`src/ufc_pkg.sv`:
```
// Constants, field layout and state type of the output fault configuration block
package ufc_pkg;
    // Command codes; every access lands on page zero
    localparam logic [7:0] CMD_UV_THR = 8'h44;
    localparam logic [7:0] CMD_UV_ACT = 8'h45;
    localparam logic [7:0] CMD_OC_THR = 8'h46;

    // Reset values
    localparam logic [15:0] UV_THR_RST = 16'h0921;
    localparam logic [7:0] UV_ACT_RST = 8'h84;
    localparam logic [15:0] OC_THR_RST = 16'h01F4;

    // Highest accepted threshold values (3050 mV, 3276.7 A)
    localparam logic [15:0] UV_THR_MAX = 16'h0BEA;
    localparam logic [15:0] OC_THR_MAX = 16'h7FFF;

    // Field positions of the response byte
    localparam int ACT_MSB = 7;
    localparam int ACT_LSB = 6;
    localparam int RETRY_MSB = 5;
    localparam int RETRY_LSB = 3;
    localparam int DELAY_MSB = 2;
    localparam int DELAY_LSB = 0;

    // Field encodings
    localparam logic [1:0] ACT_CONTINUE = 2'h0;
    localparam logic [1:0] ACT_DISABLE = 2'h2;
    localparam logic [2:0] RETRY_NONE = 3'h0;
    localparam logic [2:0] RETRY_FOREVER = 3'h7;
    localparam logic [2:0] DELAY_LONG = 3'h7;
    localparam logic [7:0] BYTE_ZERO = 8'h00;

    // Retry timing at the core clock rate
    localparam int CORE_CLK_MHZ = 100;
    localparam int RETRY_STEP_MS = 25;
    localparam int RETRY_LONG_MS = 175;
    localparam int RETRY_STEP_CYC = RETRY_STEP_MS * 1000 * CORE_CLK_MHZ;
    localparam int RETRY_LONG_CYC = RETRY_LONG_MS * 1000 * CORE_CLK_MHZ;

    // Output control states
    typedef enum logic [1:0] {ST_OFF, ST_RUN, ST_RETRY_WAIT, ST_LATCHED} ufc_state_e;
endpackage

```
`src/ufc_timer_if.sv`:
```
// Handshake between the fault controller and its retry delay timer
`timescale 1ns/1ps
interface ufc_timer_if;
    logic start;
    logic abort;
    logic [2:0] delay_code;
    logic done;
    logic busy;
    modport ctl (output start, output abort, output delay_code, input done, input busy);
    modport tmr (input start, input abort, input delay_code, output done, output busy);
endinterface

```
`src/ufc_fault_cfg.sv`:
```
// Output undervoltage and overcurrent fault configuration with undervoltage response control
`timescale 1ns/1ps
module ufc_fault_cfg #(
    parameter logic [31:0] STEP_WAIT_CYC = 32'(ufc_pkg::RETRY_STEP_CYC),
    parameter logic [31:0] LONG_WAIT_CYC = 32'(ufc_pkg::RETRY_LONG_CYC)
) (
    input wire logic core_clk,
    input wire logic resetn,
    input wire logic cmd_valid,
    input wire logic cmd_write,
    input wire logic [7:0] cmd_code,
    input wire logic [7:0] cmd_page,
    input wire logic [15:0] cmd_wdata,
    output logic rsp_valid,
    output logic [15:0] rsp_rdata,
    output logic rsp_error,
    input wire logic [15:0] vout_mv,
    input wire logic [15:0] iout_sum,
    input wire logic meas_valid,
    input wire logic output_ramping,
    input wire logic op_on,
    input wire logic other_fault_off,
    input wire logic fault_clear,
    input wire logic ctrl_pin,
    input wire logic bias_ok,
    output logic output_enable,
    output logic uv_fault_status,
    output logic oc_fault_status,
    output logic alert_output_n
);
    logic [1:0] rst_sync_reg;
    logic rst_n;
    logic [1:0] pin_meta_reg;
    logic [1:0] pin_sync_reg;
    logic ctrl_on;
    logic bias_on;
    logic enable_req;

    logic [15:0] uv_thr_reg;
    logic [15:0] uv_thr_next;
    logic [7:0] uv_act_reg;
    logic [7:0] uv_act_next;
    logic [15:0] oc_thr_reg;
    logic [15:0] oc_thr_next;

    logic sel_uv_thr;
    logic sel_uv_act;
    logic sel_oc_thr;
    logic code_hit;
    logic act_ok;
    logic wdata_ok;
    logic wr_ok;
    logic cmd_bad;
    logic [15:0] rd_mux;

    logic rsp_valid_reg;
    logic [15:0] rsp_rdata_reg;
    logic rsp_error_reg;

    logic [1:0] act_field;
    logic [2:0] retry_field;
    logic uv_arm;
    logic uv_trip;
    logic oc_trip;
    logic uv_disable;
    logic uv_flag_reg;
    logic uv_flag_next;
    logic oc_flag_reg;
    logic oc_flag_next;
    logic alert_reg;
    logic oe_reg;

    ufc_pkg::ufc_state_e state_reg;
    ufc_pkg::ufc_state_e state_next;
    logic tmr_start;
    logic tmr_abort;

    ufc_timer_if tif ();

    // Reset release through two flops
    always_ff @(posedge core_clk or negedge resetn) begin
        if (!resetn) begin
            rst_sync_reg <= 2'h0;
        end else begin
            rst_sync_reg <= {rst_sync_reg[0], 1'b1};
        end
    end
    assign rst_n = rst_sync_reg[1];

    // Control pin and bias good pin synchronisers
    always_ff @(posedge core_clk or negedge rst_n) begin
        if (!rst_n) begin
            pin_meta_reg <= 2'h0;
            pin_sync_reg <= 2'h0;
        end else begin
            pin_meta_reg <= {bias_ok, ctrl_pin};
            pin_sync_reg <= pin_meta_reg;
        end
    end
    assign ctrl_on = pin_sync_reg[0];
    assign bias_on = pin_sync_reg[1];
    assign enable_req = ctrl_on & bias_on & op_on;

    // page ignored, command code alone selects
    assign sel_uv_thr = (cmd_code == ufc_pkg::CMD_UV_THR);
    assign sel_uv_act = (cmd_code == ufc_pkg::CMD_UV_ACT);
    assign sel_oc_thr = (cmd_code == ufc_pkg::CMD_OC_THR);
    assign code_hit = sel_uv_thr | sel_uv_act | sel_oc_thr;

    assign act_ok = (cmd_wdata[15:8] == ufc_pkg::BYTE_ZERO)
        & ((cmd_wdata[ufc_pkg::ACT_MSB:ufc_pkg::ACT_LSB] == ufc_pkg::ACT_CONTINUE)
        | (cmd_wdata[ufc_pkg::ACT_MSB:ufc_pkg::ACT_LSB] == ufc_pkg::ACT_DISABLE))
        & ((cmd_wdata[ufc_pkg::RETRY_MSB:ufc_pkg::RETRY_LSB] == ufc_pkg::RETRY_NONE)
        | (cmd_wdata[ufc_pkg::RETRY_MSB:ufc_pkg::RETRY_LSB] == ufc_pkg::RETRY_FOREVER));

    assign wdata_ok = sel_uv_thr ? (cmd_wdata <= ufc_pkg::UV_THR_MAX) :
                      sel_oc_thr ? (cmd_wdata <= ufc_pkg::OC_THR_MAX) :
                      sel_uv_act ? act_ok : 1'b0;
    assign wr_ok = cmd_valid & cmd_write & code_hit & wdata_ok;
    assign cmd_bad = cmd_valid & (~code_hit | (cmd_write & ~wdata_ok));

    // Read data selection
    assign rd_mux = sel_uv_thr ? uv_thr_reg :
                    sel_uv_act ? {ufc_pkg::BYTE_ZERO, uv_act_reg} :
                    sel_oc_thr ? oc_thr_reg : 16'h0000;

    // Next values of the three configuration registers
    assign uv_thr_next = (wr_ok & sel_uv_thr) ? cmd_wdata : uv_thr_reg;
    assign uv_act_next = (wr_ok & sel_uv_act) ? cmd_wdata[7:0] : uv_act_reg;
    assign oc_thr_next = (wr_ok & sel_oc_thr) ? cmd_wdata : oc_thr_reg;

    // configuration storage with documented reset values
    always_ff @(posedge core_clk or negedge rst_n) begin
        if (!rst_n) begin
            uv_thr_reg <= ufc_pkg::UV_THR_RST;
            uv_act_reg <= ufc_pkg::UV_ACT_RST;
            oc_thr_reg <= ufc_pkg::OC_THR_RST;
        end else begin
            uv_thr_reg <= uv_thr_next;
            uv_act_reg <= uv_act_next;
            oc_thr_reg <= oc_thr_next;
        end
    end

    // Answer one cycle after each command
    always_ff @(posedge core_clk or negedge rst_n) begin
        if (!rst_n) begin
            rsp_valid_reg <= 1'b0;
            rsp_rdata_reg <= 16'h0000;
            rsp_error_reg <= 1'b0;
        end else begin
            rsp_valid_reg <= cmd_valid;
            rsp_rdata_reg <= (cmd_valid & ~cmd_write) ? rd_mux : 16'h0000;
            rsp_error_reg <= cmd_bad;
        end
    end

    // Response fields and fault detection
    assign act_field = uv_act_reg[ufc_pkg::ACT_MSB:ufc_pkg::ACT_LSB];
    assign retry_field = uv_act_reg[ufc_pkg::RETRY_MSB:ufc_pkg::RETRY_LSB];
    // armed only while running and not ramping
    assign uv_arm = (state_reg == ufc_pkg::ST_RUN) & ~output_ramping;
    assign uv_trip = uv_arm & meas_valid & (vout_mv < uv_thr_reg);
    assign oc_trip = meas_valid & (iout_sum > oc_thr_reg);
    assign uv_disable = uv_trip & (act_field == ufc_pkg::ACT_DISABLE);

    // sticky flags, a new fault wins over a clear
    assign uv_flag_next = uv_trip | (uv_flag_reg & ~fault_clear);
    assign oc_flag_next = oc_trip | (oc_flag_reg & ~fault_clear);

    // Output control sequence
    always_comb begin
        state_next = state_reg;
        tmr_start = 1'b0;
        tmr_abort = 1'b0;
        unique case (state_reg)
            ufc_pkg::ST_OFF: begin
                if (enable_req) begin
                    state_next = ufc_pkg::ST_RUN;
                end
            end
            ufc_pkg::ST_RUN: begin
                if (!enable_req) begin
                    state_next = ufc_pkg::ST_OFF;
                end else if (other_fault_off) begin
                    state_next = ufc_pkg::ST_LATCHED;
                end else if (uv_disable) begin
                    // endless retry after the selected wait
                    if (retry_field == ufc_pkg::RETRY_FOREVER) begin
                        state_next = ufc_pkg::ST_RETRY_WAIT;
                        tmr_start = 1'b1;
                    end else begin
                        state_next = ufc_pkg::ST_LATCHED;
                    end
                end
            end
            ufc_pkg::ST_RETRY_WAIT: begin
                // retries end on turn off or shutdown
                if (!enable_req) begin
                    state_next = ufc_pkg::ST_OFF;
                    tmr_abort = 1'b1;
                end else if (other_fault_off) begin
                    state_next = ufc_pkg::ST_LATCHED;
                    tmr_abort = 1'b1;
                end else if (tif.done) begin
                    state_next = ufc_pkg::ST_RUN;
                end
            end
            ufc_pkg::ST_LATCHED: begin
                if (!enable_req) begin
                    state_next = ufc_pkg::ST_OFF;
                end
            end
        endcase
    end

    // Timer hookup
    assign tif.start = tmr_start;
    assign tif.abort = tmr_abort;
    assign tif.delay_code = uv_act_reg[ufc_pkg::DELAY_MSB:ufc_pkg::DELAY_LSB];

    ufc_retry_timer #(
        .STEP_CYC(STEP_WAIT_CYC),
        .LONG_CYC(LONG_WAIT_CYC)
    ) u_retry_timer (
        .clk(core_clk),
        .rst_n(rst_n),
        .tif(tif.tmr)
    );

    // State, flags, enable and alert
    always_ff @(posedge core_clk or negedge rst_n) begin
        if (!rst_n) begin
            state_reg <= ufc_pkg::ST_OFF;
            uv_flag_reg <= 1'b0;
            oc_flag_reg <= 1'b0;
            alert_reg <= 1'b1;
            oe_reg <= 1'b0;
        end else begin
            state_reg <= state_next;
            uv_flag_reg <= uv_flag_next;
            oc_flag_reg <= oc_flag_next;
            // alert low while any flag stands
            alert_reg <= ~(uv_flag_next | oc_flag_next);
            oe_reg <= (state_next == ufc_pkg::ST_RUN);
        end
    end

    // Outputs straight from flops
    assign rsp_valid = rsp_valid_reg;
    assign rsp_rdata = rsp_rdata_reg;
    assign rsp_error = rsp_error_reg;
    assign output_enable = oe_reg;
    assign uv_fault_status = uv_flag_reg;
    assign oc_fault_status = oc_flag_reg;
    assign alert_output_n = alert_reg;
endmodule

```
`src/ufc_retry_timer.sv`:
```
// Retry delay timer: waits the time that the delay code selects, then pulses done
`timescale 1ns/1ps
module ufc_retry_timer #(
    parameter logic [31:0] STEP_CYC = 32'(ufc_pkg::RETRY_STEP_CYC),
    parameter logic [31:0] LONG_CYC = 32'(ufc_pkg::RETRY_LONG_CYC)
) (
    input wire logic clk,
    input wire logic rst_n,
    ufc_timer_if.tmr tif
);
    logic [31:0] cnt_reg;
    logic [31:0] cnt_next;
    logic busy_reg;
    logic busy_next;
    logic done_reg;
    logic done_next;
    logic [31:0] load_val;
    logic [31:0] elapsed_reg;
    logic [31:0] expect_reg;

    assign load_val = (tif.delay_code == ufc_pkg::DELAY_LONG) ? LONG_CYC : 32'(STEP_CYC * 32'(tif.delay_code));
    assign tif.done = done_reg;
    assign tif.busy = busy_reg;

    // Load, count down, pulse done on expiry
    always_comb begin
        cnt_next = cnt_reg;
        busy_next = busy_reg;
        done_next = 1'b0;
        if (tif.abort) begin
            busy_next = 1'b0;
            cnt_next = 32'h0;
        end else if (tif.start) begin
            busy_next = (load_val != 32'h0);
            cnt_next = load_val;
            done_next = (load_val == 32'h0);
        end else if (busy_reg) begin
            if (cnt_reg <= 32'h1) begin
                busy_next = 1'b0;
                done_next = 1'b1;
                cnt_next = 32'h0;
            end else begin
                cnt_next = cnt_reg - 32'h1;
            end
        end
    end

    // Timer state
    always_ff @(posedge clk or negedge rst_n) begin
        if (!rst_n) begin
            cnt_reg <= 32'h0;
            busy_reg <= 1'b0;
            done_reg <= 1'b0;
        end else begin
            cnt_reg <= cnt_next;
            busy_reg <= busy_next;
            done_reg <= done_next;
        end
    end

    // Helper: edges since the last start and the wait that start asked for
    always_ff @(posedge clk or negedge rst_n) begin
        if (!rst_n) begin
            elapsed_reg <= 32'h0;
            expect_reg <= 32'h0;
        end else if (tif.start) begin
            elapsed_reg <= 32'h0;
            expect_reg <= load_val;
        end else begin
            elapsed_reg <= elapsed_reg + 32'h1;
        end
    end
endmodule

```
`config.mk`:
```
export PLATFORM = sky130hd
export DESIGN_NAME = ufc_fault_cfg
export DESIGN_NICKNAME = d
export VERILOG_FILES = /design/src/ufc_pkg.sv /design/src/ufc_timer_if.sv /design/src/ufc_fault_cfg.sv /design/src/ufc_retry_timer.sv
export SDC_FILE = /design/constraint.sdc
export NUM_CORES = 1
export LEC_CHECK = 0
export ABC_AREA = 1
export BUFFER_PORTS_ARGS = -buffer_cell sky130_fd_sc_hd__buf_4
export CAP_MARGIN = 20
export CORE_AREA = 8 8 146 148
export DETAILED_ROUTE_END_ITERATION = 16
export DIE_AREA = 0 0 154 156
export HOLD_SLACK_MARGIN = 0.15
export SYNTH_ARGS = -nofsm -noshare
export SYNTH_HDL_FRONTEND = slang
export SYNTH_HIERARCHICAL = 1
export SYNTH_SLANG_ARGS = --single-unit
```
`constraint.sdc`:
```
create_clock -name core_clk -period 7.1 [get_ports core_clk]
set_input_delay 0.355 -clock core_clk [delete_from_list [all_inputs] [get_ports core_clk]]
set_output_delay 0.355 -clock core_clk [all_outputs]
set_load 0.02 [all_outputs]
```
======== Yosys cells after proc, flatten, opt, wreduce, memory -nomap -nowiden ========
Cells that the tools add are included.
cells by class
  $add $sub $neg .......................... 1
  multipliers ............................. 1
  order comparisons ....................... 5
  equal/unequal tests ..................... 12
  multiplexer cells ....................... 38
  bitwise logic cells ..................... 34
  reductions and logical operators ........ 7
operator list
  kind                   count
  $mux 32                4
  $mux 16                4
  $le 32x1->1 const B    1
  $logic_not 32->1       1
  $reduce_bool 32->1     1
  $sub 32x1->32 const B  1
  $mux 25                1
  $eq 8x7->1 const B     3
  $and 1x1->1            20
  $mul 17x3->20 const A  1
  $mux 1                 20
  $gt 16x16->1           1
  $le 16x12->1 const B   1
  $le 16x15->1 const B   1
  $lt 16x16->1           1
  $mux 2                 8
  $eq 3x3->1 const B     3
  $eq 2x2->1 const B     4
  $logic_not 8->1        1
  $or 1x1->1             8
  $pmux 2 s4             1
  $not 1->1              6
  $eq 2x1->1 const B     2
  $logic_not 2->1        2
  2 further kinds        2
word-level totals
  bits in registers ....................... 104
  input port bits ......................... 75
  logic and storage cells ................. 115

======== Depth between registers and ports, before layout ========
  depth after elaboration ................. 11
  depth in mapped cells ................... 18
  mapped depth without buffers ............ 17

======== Hierarchy ========
The synthesis kept the hierarchy.
by module, submodules not included
  module           times used  cells each  area each (um^2)  sequential area each (um^2)
  ufc_fault_cfg    1           441         3754.9            1767.9
  ufc_retry_timer  1           419         2791.4            850.8

======== Worst setup path before layout ========
OpenSTA, ideal clock, no wires.
  path type ............................... reg2reg
  start point ............................. reg uv_thr_reg[5]
  end point ............................... reg u_retry_timer.cnt_reg[19]
  library setup time ...................... 117 ps
  data arrival time ....................... 2549 ps
  setup slack ............................. 4434 ps
  stages on the path, launching flop included .. 16
  buffers on the path ..................... 0
  cells stage by stage .................... dfstp_2 inv_1 ha_1 a21oi_1 nor2_1 nor3_1 nand2_1 nand2_1 nand4_1 nor3_1 inv_2 nor2_1 inv_1 or2_2 nand3_1 nand2_1
on the way
  cells in the longest elaborated chain, start to end .. 9
  elaborated cells between the ends (all ways) .. 10
  those cells by class .................... 1 x order compare; 6 x mux; 2 x bitwise; 1 x reduce/logical
ends and longest elaborated chain
  item                    RTL line               RTL
  from (decl)             ufc_fault_cfg.sv:39    logic [15:0] uv_thr_reg;
  from (signal assigned)  ufc_fault_cfg.sv:135   uv_thr_reg <= ufc_pkg::UV_THR_RST;
  from (signal assigned)  ufc_fault_cfg.sv:139   uv_thr_reg <= uv_thr_next;
  $lt 16x16->1 (*)        ufc_fault_cfg.sv:163   assign uv_trip = uv_arm & meas_valid & (vout_mv < uv_thr_reg);
  $and 1x1->1 (*)         ufc_fault_cfg.sv:163
  $and 1x1->1 (*)         ufc_fault_cfg.sv:165   assign uv_disable = uv_trip & (act_field == ufc_pkg::ACT_DISABLE);
  $mux 1 (*)              ufc_fault_cfg.sv:187   end else if (uv_disable) begin
  $mux 1 (*)              ufc_fault_cfg.sv:185   end else if (other_fault_off) begin
  $mux 1 (*)              ufc_fault_cfg.sv:183   if (!enable_req) begin
  $mux 1 (*)              ufc_fault_cfg.sv:176   unique case (state_reg)
  named net tif.start     ufc_timer_if.sv:4      logic start;
  $mux 32                 ufc_retry_timer.sv:33  end else if (tif.start) begin
  $mux 32                 ufc_retry_timer.sv:30  if (tif.abort) begin
  to (signal assigned)    ufc_retry_timer.sv:55  cnt_reg <= cnt_next;
  to (decl)               ufc_retry_timer.sv:11  logic [31:0] cnt_reg;
The timed path passes the listed nets; every way through them passes the cells marked *.
A chain may end at the register's enable or synchronous reset.

======== Worst setup path after layout ========
  start point ............................. reg uv_thr_reg[5]
  end point ............................... reg u_retry_timer.cnt_reg[5]
Same word-level chain as after synthesis.

==> results.md <==
- Cell variety after synth: 45
- DIE WIDTH: about 150 um
- Sequential fraction of the synthesis area: 40.00%
- CTS HTree Levels: 3
- Worst Path Max Fanout: 13
- Startpoint Class: flop
- Clk pin slew, worst setup/hold paths: 80 ps
- Resize count post-CTS: 0
- Fillers: slightly below 2000
- Antenna Cells: 0
- Clock net sink count: 104
- Yosys top cell by area: dfrtp_1
- Syn Inst Count: 860
- Maximum vdd drop: between 0.0001 and 0.00015 V
- Synth area leaders: dfrtp_1 (35%), nand2_1 (14%), ha_1 (8.0%)
- CTS Root Cell: clkbuf_16
- Routed WL: 16.73 mm
- Via-to-Cell Ratio: 4.763
- Clk_skew: 9.947 ps
- Cell Area, Synth: around 6500 um^2
- Finish-stage setup viols: 0
- Number of I/O pins: 97
- Synth warn: 6
- HPWL after DPL: roughly 13 mm
- Post-synthesis register bit count: between 100 and 150
- Final Critical Period: 3152 ps
- Critical path type: flop to flop
- Worst Tran Pin Value: around 1000 ps
- Pwr/cell area: 191.9 nW/um^2
- Total grt overflow: 0
- Initial antenna violation count: 0
- Largest net degree at the start of global routing: slightly below 60
- Unrepaired setup endpoints after global routing: false
- Cell Count, Final, Fillers Out: 1192
- Pre-antenna DRT Iters: 4
- Detailed-route via count: 5677
- Area Growth Syn to Fin: 18.94%
- Total die area: between 20000 and 25000 um^2
- Syn_nets: 978
- Core area: 19080 um^2
- Max clock buf depth: 2
- Status: complete, no violations
- DRT iter0 DRCs: 372
- Final Hold Fails: 0
- First-pass GRT wire length: 28.41 mm
- Max Clk Rate: between 300 and 400 MHz
- Placed insts: roughly 1200
- Share of the synthesized area in the top cell type: 34.79%
- Critical Path RT: about 7300 ps
- Max-cap violations: 0
- Total Routing Usage GR: 14.61%
- Main synth FF type: dfrtp_1
- Fin util: 40.81%
- Setup tns final: 0 ps
- Hold/Removal Path Class: input port to flop
- CTS Buf Count: 9
- Asr flop ratio synth: between 90% and 100%
- Port bufs: 88
- DRC viols: 0
- Die Span Y: 156 um
- Slew Viols, Final: 0
- Layout cells sized above 1: between 15 and 20%
- Worst rel slew slack: 31.45%
- Vias in the first global route: 5674
- CP arrival: ~3400 ps
- Per-cell routed wire length: 14.03 um
- Syn avg cell area: 7.612 um^2
- Starting density of the core: 34.31%
- Final ANT Viol Nets: 0
- Row Count: 51
- Max FFs per register: 32
- Leak Pwr: 0.003895 uW
- Net count, final: 1067
- TritonCTS clock tree: yes
- Post-synth EDFFs: 0
- GPL Wtd Cong: 0.8062
- Crit path capture type: flop
- Worst-Skew Late Latency: 360 ps
- Period utilization: 44.40%
==> per-layer routing <==
layer  track usage, %  routed length, um
met1            18.41               7737
met2            24.66               8027
met3            3.878                808
met4            3.126                155
met5                0                  0
==> worst paths after layout <==
path | startpoint | to | slack (ps) | cells past startpoint
worst max register to register | uv_thr_reg[5] | u_retry_timer/cnt_reg[5] | 3950 | 15
worst min-delay path | cmd_wdata[14] | oc_thr_reg[14] | 240 | 3
worst min register to register | rst_sync_reg[1] | pin_meta_reg[1] | 320 | 0
min in group asynchronous | resetn | rst_sync_reg[1] | 310 | 2
max in group asynchronous | rst_sync_reg[1] | u_retry_timer/cnt_reg[23] | 5560 | 1
worst max-delay path | uv_thr_reg[5] | u_retry_timer/cnt_reg[5] | 3950 | 15
==> timing repair <==
item	in CTS	in global routing
setup buffers	0	0
endpoints found under the setup margin	0	0
hold buffers	4	0
endpoints found under the hold margin	5	0
==> logic make-up (layout without fill, tap and decap cells) <==
family | after synthesis | after routing | share of synthesized area (%)
fa+ha+maj | 43 | 43 | 8.333
compound gates | 137 | 137 | 12.08
xor+xnor | 20 | 20 | 2.676
simple gates | 424 | 424 | 28.65
buf+inv | 131 | 225 | 8.199
flops | 104 | 104 | 40.00
other cells | 1 | 1 | 0.05728
==> cells in the mapped netlist, drive strengths merged, types with 5 or more instances <==
master / instances
a221oi: 5
dfrtp: 91
a31oi: 5
buf: 14
a21oi: 41
nor2: 97
ha: 42
nand3: 39
nand2: 260
o21ai: 74
xor2: 12
nand4: 12
nor3: 9
inv: 114
xnor2: 8
dfstp: 13
==> cell usage in the layout (no fill, tap or decap), types with 9 or more instances in the layout <==
cell type  instances
xor2_1            12
dfrtp_1           90
nor2_1            84
nand2_1          250
o21ai_2           13
a21oi_1           40
inv_1            110
nand3_1           31
o21ai_0           32
clkbuf_16          9
dfstp_2           13
buf_4             91
o21ai_1           29
ha_1              42
nand4_1           12
==> power breakdown <==
group	total [uW]	internal, uW	leakage [uW]	switching, uW
registers	635	611	0.00137	24.4
logic	322	127	0.00236	196
clock network	537	285	0.000157	252
==> critical path, cell delays in order, from the launching register on <==
cell	delay, ps
dfstp_2	530
inv_1	50
ha_1	280
a21oi_1	130
nor2_1	50
nor3_1	120
nand2_1	100
nand2_1	120
nand4_1	120
nor3_1	160
buf_4	230
inv_2	140
nor2_1	300
inv_1	140
o21ai_0	380
o21ai_0	150
==> layout make-up <==
type	count	area [um^2]	area share, %
multi-input combinational	625	3395	43.60
timing repair buffer	95	723.2	9.288
clock buffer	9	225.2	2.892
inverter	114	427.9	5.496
clock inverter	7	95.09	1.221
tap	238	297.8	3.825
sequential	104	2623	33.68
==> through the flow <==
step | total power (uW) | hold WS (ps) | cell area, um^2 | worst slack (ps)
floorplan | 873.0 | 59.41 | 6546 | 4011
CTS | 1515 | 230.6 | 7786 | 3956
global route | 1585 | 228.7 | 7786 | 3563
global placement | 964.5 | 137.5 | 7426 | 3964
finish | 1494 | 241.7 | 7786 | 3948
detailed placement | 968.2 | 138.5 | 7426 | 3962
Note: power is estimated with default switching activity, not from simulation.
